`src/include/rcs_pkg.sv`:
```
package rcs_pkg;

    // ********************************************************************
    // Counter indices and register layout
    // ********************************************************************

    // Number of statistics counters in the bank.
    localparam int RCS_NCNT = 26;
    // Width of the decoded register address.
    localparam int RCS_AW = 12;

    // Counter indices, in register order.
    localparam int I_V4_NOPAY_F = 0;
    localparam int I_V4_FRAG_F = 1;
    localparam int I_V4_UOFF_F = 2;
    localparam int I_V6_GOOD_F = 3;
    localparam int I_V6_HERR_F = 4;
    localparam int I_V6_NOPAY_F = 5;
    localparam int I_UDP_GOOD_F = 6;
    localparam int I_UDP_ERR_F = 7;
    localparam int I_TCP_GOOD_F = 8;
    localparam int I_TCP_ERR_F = 9;
    localparam int I_ICMP_GOOD_F = 10;
    localparam int I_ICMP_ERR_F = 11;
    localparam int I_V4_GOOD_B = 12;
    localparam int I_V4_HERR_B = 13;
    localparam int I_V4_NOPAY_B = 14;
    localparam int I_V4_FRAG_B = 15;
    localparam int I_V4_UOFF_B = 16;
    localparam int I_V6_GOOD_B = 17;
    localparam int I_V6_HERR_B = 18;
    localparam int I_V6_NOPAY_B = 19;
    localparam int I_UDP_GOOD_B = 20;
    localparam int I_UDP_ERR_B = 21;
    localparam int I_TCP_GOOD_B = 22;
    localparam int I_TCP_ERR_B = 23;
    localparam int I_ICMP_GOOD_B = 24;
    localparam int I_ICMP_ERR_B = 25;

    // Byte offset of each counter, indexed as above.
    localparam logic [RCS_AW-1:0] RCS_CNT_OFS [RCS_NCNT] = '{
        12'h218, 12'h21C, 12'h220, 12'h224, 12'h228, 12'h22C,
        12'h230, 12'h234, 12'h238, 12'h23C, 12'h240, 12'h244,
        12'h250, 12'h254, 12'h258, 12'h25C, 12'h260, 12'h264,
        12'h268, 12'h26C, 12'h270, 12'h274, 12'h278, 12'h27C,
        12'h280, 12'h284};

    // Counter control register and its bit positions.
    localparam logic [RCS_AW-1:0] RCS_CTRL_OFS = 12'h2F0;
    localparam int RCS_CTRL_RESET = 0;
    localparam int RCS_CTRL_STOP_ROLL = 1;
    localparam int RCS_CTRL_RD_CLR = 2;
    localparam int RCS_CTRL_FREEZE = 3;

    // Reset and limit values of a counter.
    localparam logic [31:0] RCS_CNT_RESET = 32'h0000_0000;
    localparam logic [31:0] RCS_CNT_MAX = 32'hFFFF_FFFF;
    // Amount added to a frame counter per frame.
    localparam logic [31:0] RCS_FRAME_INC = 32'h0000_0001;
    // Value answered for unmapped addresses.
    localparam logic [31:0] RCS_RD_ZERO = 32'h0000_0000;
    // Bus encodings used by the slave.
    localparam logic [1:0] RCS_HRESP_OKAY = 2'h0;
    localparam logic [1:0] RCS_BYTE_LANE0 = 2'h0;

    // ********************************************************************
    // Checksum engine result carrier
    // ********************************************************************

    // Transport payload found by the checksum engine.
    typedef enum logic [1:0] {
        RCS_PL_NONE,
        RCS_PL_UDP,
        RCS_PL_TCP,
        RCS_PL_ICMP
    } rcs_payload_t;

    // One received datagram's verdict, valid for a single cycle.
    typedef struct packed {
        logic valid;
        logic is_ipv4;
        logic is_ipv6;
        logic hdr_err;
        logic frag;
        rcs_payload_t payload;
        logic csum_err;
        logic udp_csum_off;
        logic [15:0] ip_len;
        logic [15:0] seg_len;
    } rcs_event_t;

endpackage

```
`src/hw/rcs_stats.sv`:
```
`timescale 1ns/10ps
module rcs_stats
    import rcs_pkg::*;
(
    // Clock and reset.
    input wire logic hclk,
    input wire logic hresetn,
    // AHB-Lite slave.
    input wire logic hsel,
    input wire logic [31:0] haddr,
    input wire logic [1:0] htrans,
    input wire logic hwrite,
    input wire logic [2:0] hsize,
    input wire logic [31:0] hwdata,
    input wire logic hready,
    output logic hreadyout,
    output logic [31:0] hrdata,
    output logic [1:0] hresp,
    // Checksum engine result.
    input wire rcs_event_t ce_result
);

    // ********************************************************************
    // State and decoding helpers
    // ********************************************************************

    // Every register of the block lives in one packed struct; one combinational
    // process works out the next copy and one clocked process stores it.
    // Whole state of the block.
    typedef struct packed {
        // All counter values, in the index order of the package.
        logic [RCS_NCNT-1:0][31:0] cnt;
        // Control bits held from the last control write.
        logic freeze;
        logic stop_roll;
        logic rd_clr_en;
        // Transfer captured in its address phase, acted on in the next cycle.
        logic pend;
        logic pend_wr;
        logic pend_lane0;
        logic [RCS_AW-1:0] pend_addr;
        // Registered bus answer.
        logic hreadyout;
        logic [31:0] hrdata;
        logic [1:0] hresp;
    } rcs_state_t;

    // Current and next state.
    rcs_state_t st_reg;
    rcs_state_t st_next;
    // Amount to add to each counter this cycle.
    logic [RCS_NCNT-1:0][31:0] inc;
    // Counters cleared by a read this cycle.
    logic [RCS_NCNT-1:0] clr;
    // Counter reset request from a control write.
    logic rst_pulse;
    // Data phase of a control write.
    logic ctrl_wr;
    // Address phase accepted this cycle.
    logic accept;
    // Payload was checked by the engine on a good datagram.
    logic pay_ok;
    // Byte lengths widened to counter width.
    logic [31:0] ip_bytes;
    logic [31:0] seg_bytes;

    // Returns true when the address selects counter idx.
    function automatic logic cnt_hit(input logic [RCS_AW-1:0] addr, input int idx);
        cnt_hit = (addr == RCS_CNT_OFS[idx]);
    endfunction

    // Drive the bus outputs straight from the state flops.
    assign hreadyout = st_reg.hreadyout;
    assign hrdata = st_reg.hrdata;
    assign hresp = st_reg.hresp;

    // ********************************************************************
    // Bus side decode
    // ********************************************************************

    // The slave inserts exactly one wait state per transfer. The address phase
    // is stored, the next cycle holds hreadyout low, and the answer follows.
    // Writes reach only the control word; counter writes finish but change nothing.
    // While a transfer is pending, the data-phase branch below takes priority.
    // An address phase is taken when selected, active and the bus is ready.
    assign accept = hsel && hready && htrans[1];
    // Control writes act in the data phase, where hwdata is valid.
    assign ctrl_wr = st_reg.pend && st_reg.pend_wr && (st_reg.pend_addr == RCS_CTRL_OFS);
    // A counter reset is a one-shot action; the bit is never stored.
    assign rst_pulse = ctrl_wr && hwdata[RCS_CTRL_RESET];

    // Marks counters whose lane zero is read while reset-on-read is on.
    // A read that does not address the lowest byte lane leaves the counter alone.
    always_comb begin
        for (int i = 0; i < RCS_NCNT; i++) begin
            clr[i] = st_reg.pend && !st_reg.pend_wr && st_reg.pend_lane0 &&
                st_reg.rd_clr_en && cnt_hit(st_reg.pend_addr, i);
        end
    end

    // ********************************************************************
    // Datagram classification
    // ********************************************************************

    // Each result is classified in one cycle; several counters may move at once.
    // Fragmented or bad-header datagrams never reach the transport counters,
    // since their payload checksum cannot be judged.
    // Widen the lengths carried by the result.
    assign ip_bytes = 32'(ce_result.ip_len);
    assign seg_bytes = 32'(ce_result.seg_len);
    // Fragments are not checked, so only whole good datagrams carry a verdict.
    assign pay_ok = ce_result.valid && !ce_result.hdr_err && !ce_result.frag &&
        (ce_result.payload != RCS_PL_NONE);

    // Works out how much each counter gains from this cycle's result.
    always_comb begin
        // Version of the datagram, qualified by valid.
        logic v4;
        logic v6;
        // Header verdict and checked payload per protocol.
        logic good;
        logic udp;
        logic tcp;
        logic icmp;
        // Classes that steer counts away from the usual counters.
        logic v4_uoff;
        logic v6_nopay;
        v4 = ce_result.valid && ce_result.is_ipv4;
        v6 = ce_result.valid && ce_result.is_ipv6;
        good = !ce_result.hdr_err;
        udp = pay_ok && (ce_result.payload == RCS_PL_UDP);
        tcp = pay_ok && (ce_result.payload == RCS_PL_TCP);
        icmp = pay_ok && (ce_result.payload == RCS_PL_ICMP);
        v4_uoff = v4 && udp && ce_result.udp_csum_off;
        // Extension headers leave the payload unreached in IPv6.
        v6_nopay = v6 && (ce_result.payload == RCS_PL_NONE || ce_result.frag);
        // Nothing moves unless a branch below claims the counter.
        inc = '0;
        // IPv4 frames whose payload is RCS_PL_NONE.
        if (v4 && ce_result.payload == RCS_PL_NONE) begin
            inc[I_V4_NOPAY_F] = RCS_FRAME_INC;
            inc[I_V4_NOPAY_B] = ip_bytes;
        end
        // Good fragmented IPv4 datagrams.
        if (v4 && good && ce_result.frag) begin
            inc[I_V4_FRAG_F] = RCS_FRAME_INC;
            inc[I_V4_FRAG_B] = ip_bytes;
        end
        // UDP over IPv4 with the checksum switched off.
        if (v4_uoff) begin
            inc[I_V4_UOFF_F] = RCS_FRAME_INC;
            inc[I_V4_UOFF_B] = seg_bytes;
        end
        // IPv4 header errors.
        if (v4 && !good) begin
            inc[I_V4_HERR_B] = ip_bytes;
        end
        // Good IPv4 datagrams with a checked payload.
        if (v4 && pay_ok) begin
            inc[I_V4_GOOD_B] = ip_bytes;
        end
        // Good IPv6 datagrams with a checked payload.
        if (v6 && pay_ok) begin
            inc[I_V6_GOOD_F] = RCS_FRAME_INC;
            inc[I_V6_GOOD_B] = ip_bytes;
        end
        // IPv6 header errors.
        if (v6 && !good) begin
            inc[I_V6_HERR_F] = RCS_FRAME_INC;
            inc[I_V6_HERR_B] = ip_bytes;
        end
        // IPv6 datagrams without a reachable payload.
        if (v6_nopay) begin
            inc[I_V6_NOPAY_F] = RCS_FRAME_INC;
            inc[I_V6_NOPAY_B] = ip_bytes;
        end
        // UDP results; checksum-off datagrams are counted elsewhere.
        if (udp && !v4_uoff) begin
            if (ce_result.csum_err) begin
                inc[I_UDP_ERR_F] = RCS_FRAME_INC;
                inc[I_UDP_ERR_B] = seg_bytes;
            end else begin
                inc[I_UDP_GOOD_F] = RCS_FRAME_INC;
                inc[I_UDP_GOOD_B] = seg_bytes;
            end
        end
        // TCP results.
        if (tcp) begin
            if (ce_result.csum_err) begin
                inc[I_TCP_ERR_F] = RCS_FRAME_INC;
                inc[I_TCP_ERR_B] = seg_bytes;
            end else begin
                inc[I_TCP_GOOD_F] = RCS_FRAME_INC;
                inc[I_TCP_GOOD_B] = seg_bytes;
            end
        end
        // ICMP results.
        if (icmp) begin
            if (ce_result.csum_err) begin
                inc[I_ICMP_ERR_F] = RCS_FRAME_INC;
                inc[I_ICMP_ERR_B] = seg_bytes;
            end else begin
                inc[I_ICMP_GOOD_F] = RCS_FRAME_INC;
                inc[I_ICMP_GOOD_B] = seg_bytes;
            end
        end
    end

    // ********************************************************************
    // Next state
    // ********************************************************************

    // Precedence per counter: counter reset, then freeze, then the increment.
    // A read clear feeds the increment path, so a frame landing in the same
    // cycle as the clear is kept rather than lost.
    // Updates counters, control bits and the bus answer.
    always_comb begin
        logic [32:0] sum;
        logic [31:0] base;
        logic [31:0] rd_val;
        sum = '0;
        base = '0;
        rd_val = RCS_RD_ZERO;
        st_next = st_reg;
        // Every transfer is answered OKAY.
        st_next.hresp = RCS_HRESP_OKAY;
        // Counter update, one slot per counter.
        for (int i = 0; i < RCS_NCNT; i++) begin
            // A read clear starts from zero so a same-cycle frame survives.
            base = clr[i] ? RCS_CNT_RESET : st_reg.cnt[i];
            // The sum is one bit wider so that a carry out can be seen.
            sum = {1'b0, base} + {1'b0, inc[i]};
            if (rst_pulse) begin
                st_next.cnt[i] = RCS_CNT_RESET;
            end else if (st_reg.freeze) begin
                st_next.cnt[i] = base;
            end else if (sum[32] && st_reg.stop_roll) begin
                st_next.cnt[i] = RCS_CNT_MAX;
            end else begin
                st_next.cnt[i] = sum[31:0];
            end
        end
        // Read value for the pending address, taken before any clear.
        for (int i = 0; i < RCS_NCNT; i++) begin
            // Offsets are unique, so at most one counter matches.
            if (cnt_hit(st_reg.pend_addr, i)) begin
                rd_val = st_reg.cnt[i];
            end
        end
        // The control word reads back its held bits; the reset bit reads zero.
        if (st_reg.pend_addr == RCS_CTRL_OFS) begin
            rd_val[RCS_CTRL_STOP_ROLL] = st_reg.stop_roll;
            rd_val[RCS_CTRL_RD_CLR] = st_reg.rd_clr_en;
            rd_val[RCS_CTRL_FREEZE] = st_reg.freeze;
        end
        // Bus sequencing: one wait state, then the answer.
        if (st_reg.pend) begin
            // Data phase: finish the transfer.
            st_next.pend = 1'b0;
            st_next.hreadyout = 1'b1;
            if (st_reg.pend_wr) begin
                // Only the control register takes writes; counters are read-only.
                // The counter reset bit acts through rst_pulse and is not kept.
                if (ctrl_wr) begin
                    st_next.stop_roll = hwdata[RCS_CTRL_STOP_ROLL];
                    st_next.rd_clr_en = hwdata[RCS_CTRL_RD_CLR];
                    st_next.freeze = hwdata[RCS_CTRL_FREEZE];
                end
            end else begin
                // Read data stands until the next read completes.
                st_next.hrdata = rd_val;
            end
        end else if (accept) begin
            // Address phase: capture and stall the bus for one cycle.
            st_next.pend = 1'b1;
            st_next.pend_wr = hwrite;
            st_next.pend_addr = haddr[RCS_AW-1:0];
            // Lane zero is addressed when the low address bits are zero.
            st_next.pend_lane0 = (haddr[1:0] == RCS_BYTE_LANE0);
            st_next.hreadyout = 1'b0;
        end
    end

    // Registers the whole state.
    always_ff @(posedge hclk or negedge hresetn) begin
        if (!hresetn) begin
            // Reset clears everything, but the bus idles ready.
            st_reg <= '0;
            st_reg.hreadyout <= 1'b1;
        end else begin
            // Normal operation loads the next state.
            st_reg <= st_next;
        end
    end

    // ********************************************************************
    // Checks
    // ********************************************************************

    // Step assertions compare five chosen counters against their expected step. Cycles with a
    // counter reset, freeze, read clear or a counter at its limit are left out,
    // because other rules govern them there.
    // Helper: counter i may change only by this cycle's increment.
    logic [RCS_NCNT-1:0] free_upd;
    // Helper: counter i would carry out of 32 bits this cycle.
    logic [RCS_NCNT-1:0] wraps;
    always_comb begin
        for (int i = 0; i < RCS_NCNT; i++) begin
            free_upd[i] = !rst_pulse && !st_reg.freeze && !clr[i] &&
                (st_reg.cnt[i] != RCS_CNT_MAX);
            // Carry out of the widened sum.
            wraps[i] = ({1'b0, st_reg.cnt[i]} + {1'b0, inc[i]}) > {1'b0, RCS_CNT_MAX};
        end
    end
endmodule

```
`config.mk`:
```
export PLATFORM = sky130hd
export DESIGN_NAME = rcs_stats
export DESIGN_NICKNAME = d
export VERILOG_FILES = /design/src/include/rcs_pkg.sv /design/src/hw/rcs_stats.sv
export SDC_FILE = /design/constraint.sdc
export NUM_CORES = 2
export LEC_CHECK = 0
export ABC_AREA = 1
export BUFFER_PORTS_ARGS = -buffer_cell sky130_fd_sc_hd__buf_2
export CAP_MARGIN = 10
export CORE_ASPECT_RATIO = 2
export CORE_MARGIN = 2
export CORE_UTILIZATION = 45
export CTS_BUF_LIST = sky130_fd_sc_hd__clkbuf_16
export CTS_CLUSTER_DIAMETER = 50
export CTS_CLUSTER_SIZE = 24
export DETAILED_ROUTE_END_ITERATION = 8
export GPL_TIMING_DRIVEN = 0
export REMOVE_ABC_BUFFERS = 1
export SETUP_SLACK_MARGIN = 0.2
export SYNTH_ARGS = -nofsm -noshare
export SYNTH_HDL_FRONTEND = slang
export SYNTH_SLANG_ARGS = --single-unit
```
`constraint.sdc`:
```
create_clock -name hclk -period 4.5 [get_ports hclk]
set_clock_uncertainty 0.2 [all_clocks]
set_input_delay 0.9 -clock hclk [delete_from_list [all_inputs] [get_ports hclk]]
set_output_delay 0.9 -clock hclk [all_outputs]
set_load 0.01 [all_outputs]
```
==> flow_metrics.env <==
export IMPL_min_period_ns=5.107
export IMPL_regArea_um2=22110
export IMPL_ys_seq_area_share_pct=32.16
export IMPL_hold_end="st_reg[46]"
export IMPL_p_clk_share_pct=41.4
export IMPL_final_design_area_no_fill_um2=84710
export IMPL_seqPwrFrac_pct=41.5
export IMPL_ys_types=78
export IMPL_place_area_um2=71260
export IMPL_grt_pass1_wl_um=453200
export IMPL_p_int_w=0.01441
export IMPL_cts_sinks=883
export IMPL_fin_crit_sh_pct=113.5
export IMPL_coreArea_um2=151600
export IMPL_dp_hpwl_um=212300
export IMPL_drt_iter0_drc=5651
export IMPL_cts_root_buf="clkbuf_16"
export IMPL_rr_worst_depth=19
export IMPL_hold_path_class="in -> reg"
export IMPL_nNetsFinal=10986
export IMPL_cts_tree="yes"
export IMPL_sw_frac_of_total_pct=32.09
export IMPL_path_clk_slew_ns=0.08
export IMPL_status="finished, violations left"
export IMPL_syn_inst=10188
export IMPL_overflow=0
export IMPL_layout_setup_ws_ns=-0.6067
export IMPL_vdd_drop_max_mv=0.3227
export IMPL_violations="setup timing"
export IMPL_fillers=14326
export IMPL_timing_max_cap_violations=0
export IMPL_ys_async_sr_fraction_pct=100.0
export IMPL_die_h_um=556.6
export IMPL_vias=73773
export IMPL_yosysTopAreaCellShare_pct=32.12
export IMPL_cts_buffers=97
export IMPL_track_usage_pct=39.03
export IMPL_hold_violations=0
export IMPL_max_slew_margin_pct=7.290
export IMPL_worstHoldStart="haddr[11]"
export IMPL_slew_viol_final=0
export IMPL_setup_worst_path_class="reg -> reg"
export IMPL_antenna_found_initial=11
export IMPL_rsz0062_at_grt="yes"
export IMPL_area_growth_pct=23.27
export IMPL_path_max_fanout=11
export IMPL_largest_reg_flops=850
export IMPL_grt_max_degree=109
export IMPL_drcViolationCount=0
export IMPL_endpoint_kind="register"
export IMPL_ys_seq_elements=883
export IMPL_portBuffers=95
export IMPL_die_x_um=280.3
export IMPL_r2r_end="hrdata[5]"
export IMPL_reg2reg_from="st_reg[39]"
export IMPL_synth_main_ff_cell="dfrtp_1"
export IMPL_finalSetupViolations=484
export IMPL_synth_edff_count=0
export IMPL_p_leak_nw=42.22
export IMPL_gp_congestion=0.9835
export IMPL_ys_warn_count=0
export IMPL_drt_total_wl_um=312600
export IMPL_ant_nets=0
export IMPL_worst_slew_pin_slew_ns=1.386
export IMPL_grt_pass1_vias=74315
export IMPL_wire_per_inst_um=24.74
export IMPL_syn_area_per_cell_um2=6.745
export IMPL_dpl_worst_slack_ns=-4.361
export IMPL_synth_top_cell_by_area="dfrtp_1"
export IMPL_clockBufferDepth=3
export IMPL_rrSetupSlack_ns=-0.61
export IMPL_yosys_top_cells_area="dfrtp_1, nand2_1, nor2_1"
export IMPL_fmaxAchievable_mhz=195.8
export IMPL_first_pass_iters=7
export IMPL_multi_input_area_um2=42770
export IMPL_syn_area_um2=68710
export IMPL_drive_gt1_share_pct=18.70
export IMPL_die_area_um2=156000
export IMPL_h_tree_depth=3
export IMPL_hold_depth=3
export IMPL_ios=150
export IMPL_power_density_nw_per_um2=250.6
export IMPL_p_switching_w=0.006812
export IMPL_finalSetupTns_ns=-78.98
export IMPL_fp_row_count=202
export IMPL_critPathLaunchType="register"
export IMPL_vias_per_cell=5.839
export IMPL_clock_latency_ns=0.75
export IMPL_power_frac_comb_pct=17.1
export IMPL_cp_required_ns=4.94
export IMPL_critPathLaunch="st_reg[39]"
export IMPL_initial_core_util_pct=45.31
export IMPL_critical_path_arrival_ns=5.54
## power by group through the flow
stage / clock network, W / logic (W) / registers, W
global placement: 0 / 0.00277 / 0.00894
CTS: 0.00884 / 0.00333 / 0.00877
detailed placement: 0 / 0.00289 / 0.00892
finish: 0.00879 / 0.00364 / 0.00880
global route: 0.00914 / 0.00399 / 0.00884
floorplan: 0 / 0.00207 / 0.00882
## synthesized netlist by cell type (113+ instances only)
cell / n
nor2_1: 1643
nand3_1: 534
nand4_1: 239
xnor2_1: 152
nand2_1: 2034
o21ai_0: 254
ha_1: 248
xor2_1: 319
a21oi_1: 608
clkbuf_1: 206
nor3_1: 209
o221ai_1: 168
a31oi_1: 113
dfrtp_1: 882
inv_1: 1641
## cell usage in the layout, fill, tap and decap left out, types with 51 or more instances in the layout
cell / instances
xor2_1: 318
nand2_4: 61
nor3_1: 178
inv_2: 96
buf_12: 64
buf_2: 92
nor3_2: 55
nand3_2: 51
nand2_2: 113
nor2_1: 1486
nor2_4: 126
nand2_1: 1895
o221ai_1: 125
clkbuf_16: 102
buf_4: 394
xnor2_1: 151
o21ai_2: 58
nand4_1: 241
ha_1: 196
dfrtp_1: 876
a21oi_1: 564
buf_6: 87
a31oi_1: 110
nor4_1: 66
o21ai_0: 208
nand3_1: 480
nor2_2: 127
inv_1: 1574
## kinds of logic after synthesis
kind of cell	after synthesis	synth area share (%)
xor+xnor	471	6.004
simple gates	5029	32.40
buf+inv	2130	12.27
other cells	1	0.005457
flops	883	32.16
compound gates	1412	12.24
fa+ha+maj	262	4.924
## final cells by class
cell class / instances / share of cell area, %
Sequential cell: 883 / 26.10
Timing Repair inverter: 11 / 0.1123
Inverter: 1730 / 8.208
Clock inverter: 81 / 0.9675
Timing Repair Buffer: 694 / 8.256
Tap cell: 1938 / 2.863
Clock buffer: 101 / 2.984
Multi-Input combinational cell: 7192 / 50.49
Antenna cell: 5 / 0.01477
## stage by stage
stage | power (W) | utilization, % | hold WS (ns) | std cells
6_report | 0.02123 | 55.86 | 0.1619 | 12635
5_1_grt | 0.02198 | 55.85 | 0.1642 | 12631
4_1_cts | 0.02094 | 53.81 | 0.1424 | 12465
3_5_place_dp | 0.01181 | 46.99 | 0.2596 | 11893
3_3_place_gp | 0.01171 | 45.96 | 0.2594 | 11822
2_1_floorplan | 0.01089 | - | 0.2495 | 9789
## worst max-delay path by stage
stage	cells after the start	endpoint
after floorplan	12	st_reg[500]
after global placement	12	st_reg[601]
after detailed placement	28	st_reg[726]
after CTS	29	st_reg[694]
after global routing	21	hrdata[5]
final	19	hrdata[5]
## critical path, cell delays in order, from the launching register on
cell and delay (ns):
dfrtp_2 0.50, buf_4 0.20, nand3_4 0.19, clkinvlp_4 0.31
nand3_1 0.18, nand3_1 0.24, nor2_2 0.23, nand4_1 0.38
nor2_2 0.25, nand4_1 0.61, nor2_4 0.37, nand3_1 0.14
nor3_1 0.25, nand3_1 0.14, nor3_2 0.18, nand4_1 0.15
nor2_1 0.22, nand3_1 0.10, nand2_1 0.07, nand2_1 0.05
## repair_timing
item	4_1_cts	5_1_grt
setup endpoints to repair	864	800
endpoints found under the hold margin	67	0
buffers inserted	363	160
cloned	26	4
gates resized for setup	897	417
hold buffers	1	0
pin swaps	267	242
## metal layers
| layer | part of all wire (%) | global-route usage, % | vias to the layer above |
|---|---|---|---|
| li1 | - | - | 33558 |
| met1 | 30 | 34.05 | 35181 |
| met2 | 49 | 67.94 | 3317 |
| met3 | 5.9 | 7.184 | 1709 |
| met4 | 15 | 48.98 | 8 |
| met5 | 0.016 | 0 | - |
No activity file was read; power rests on OpenSTA's default activity.
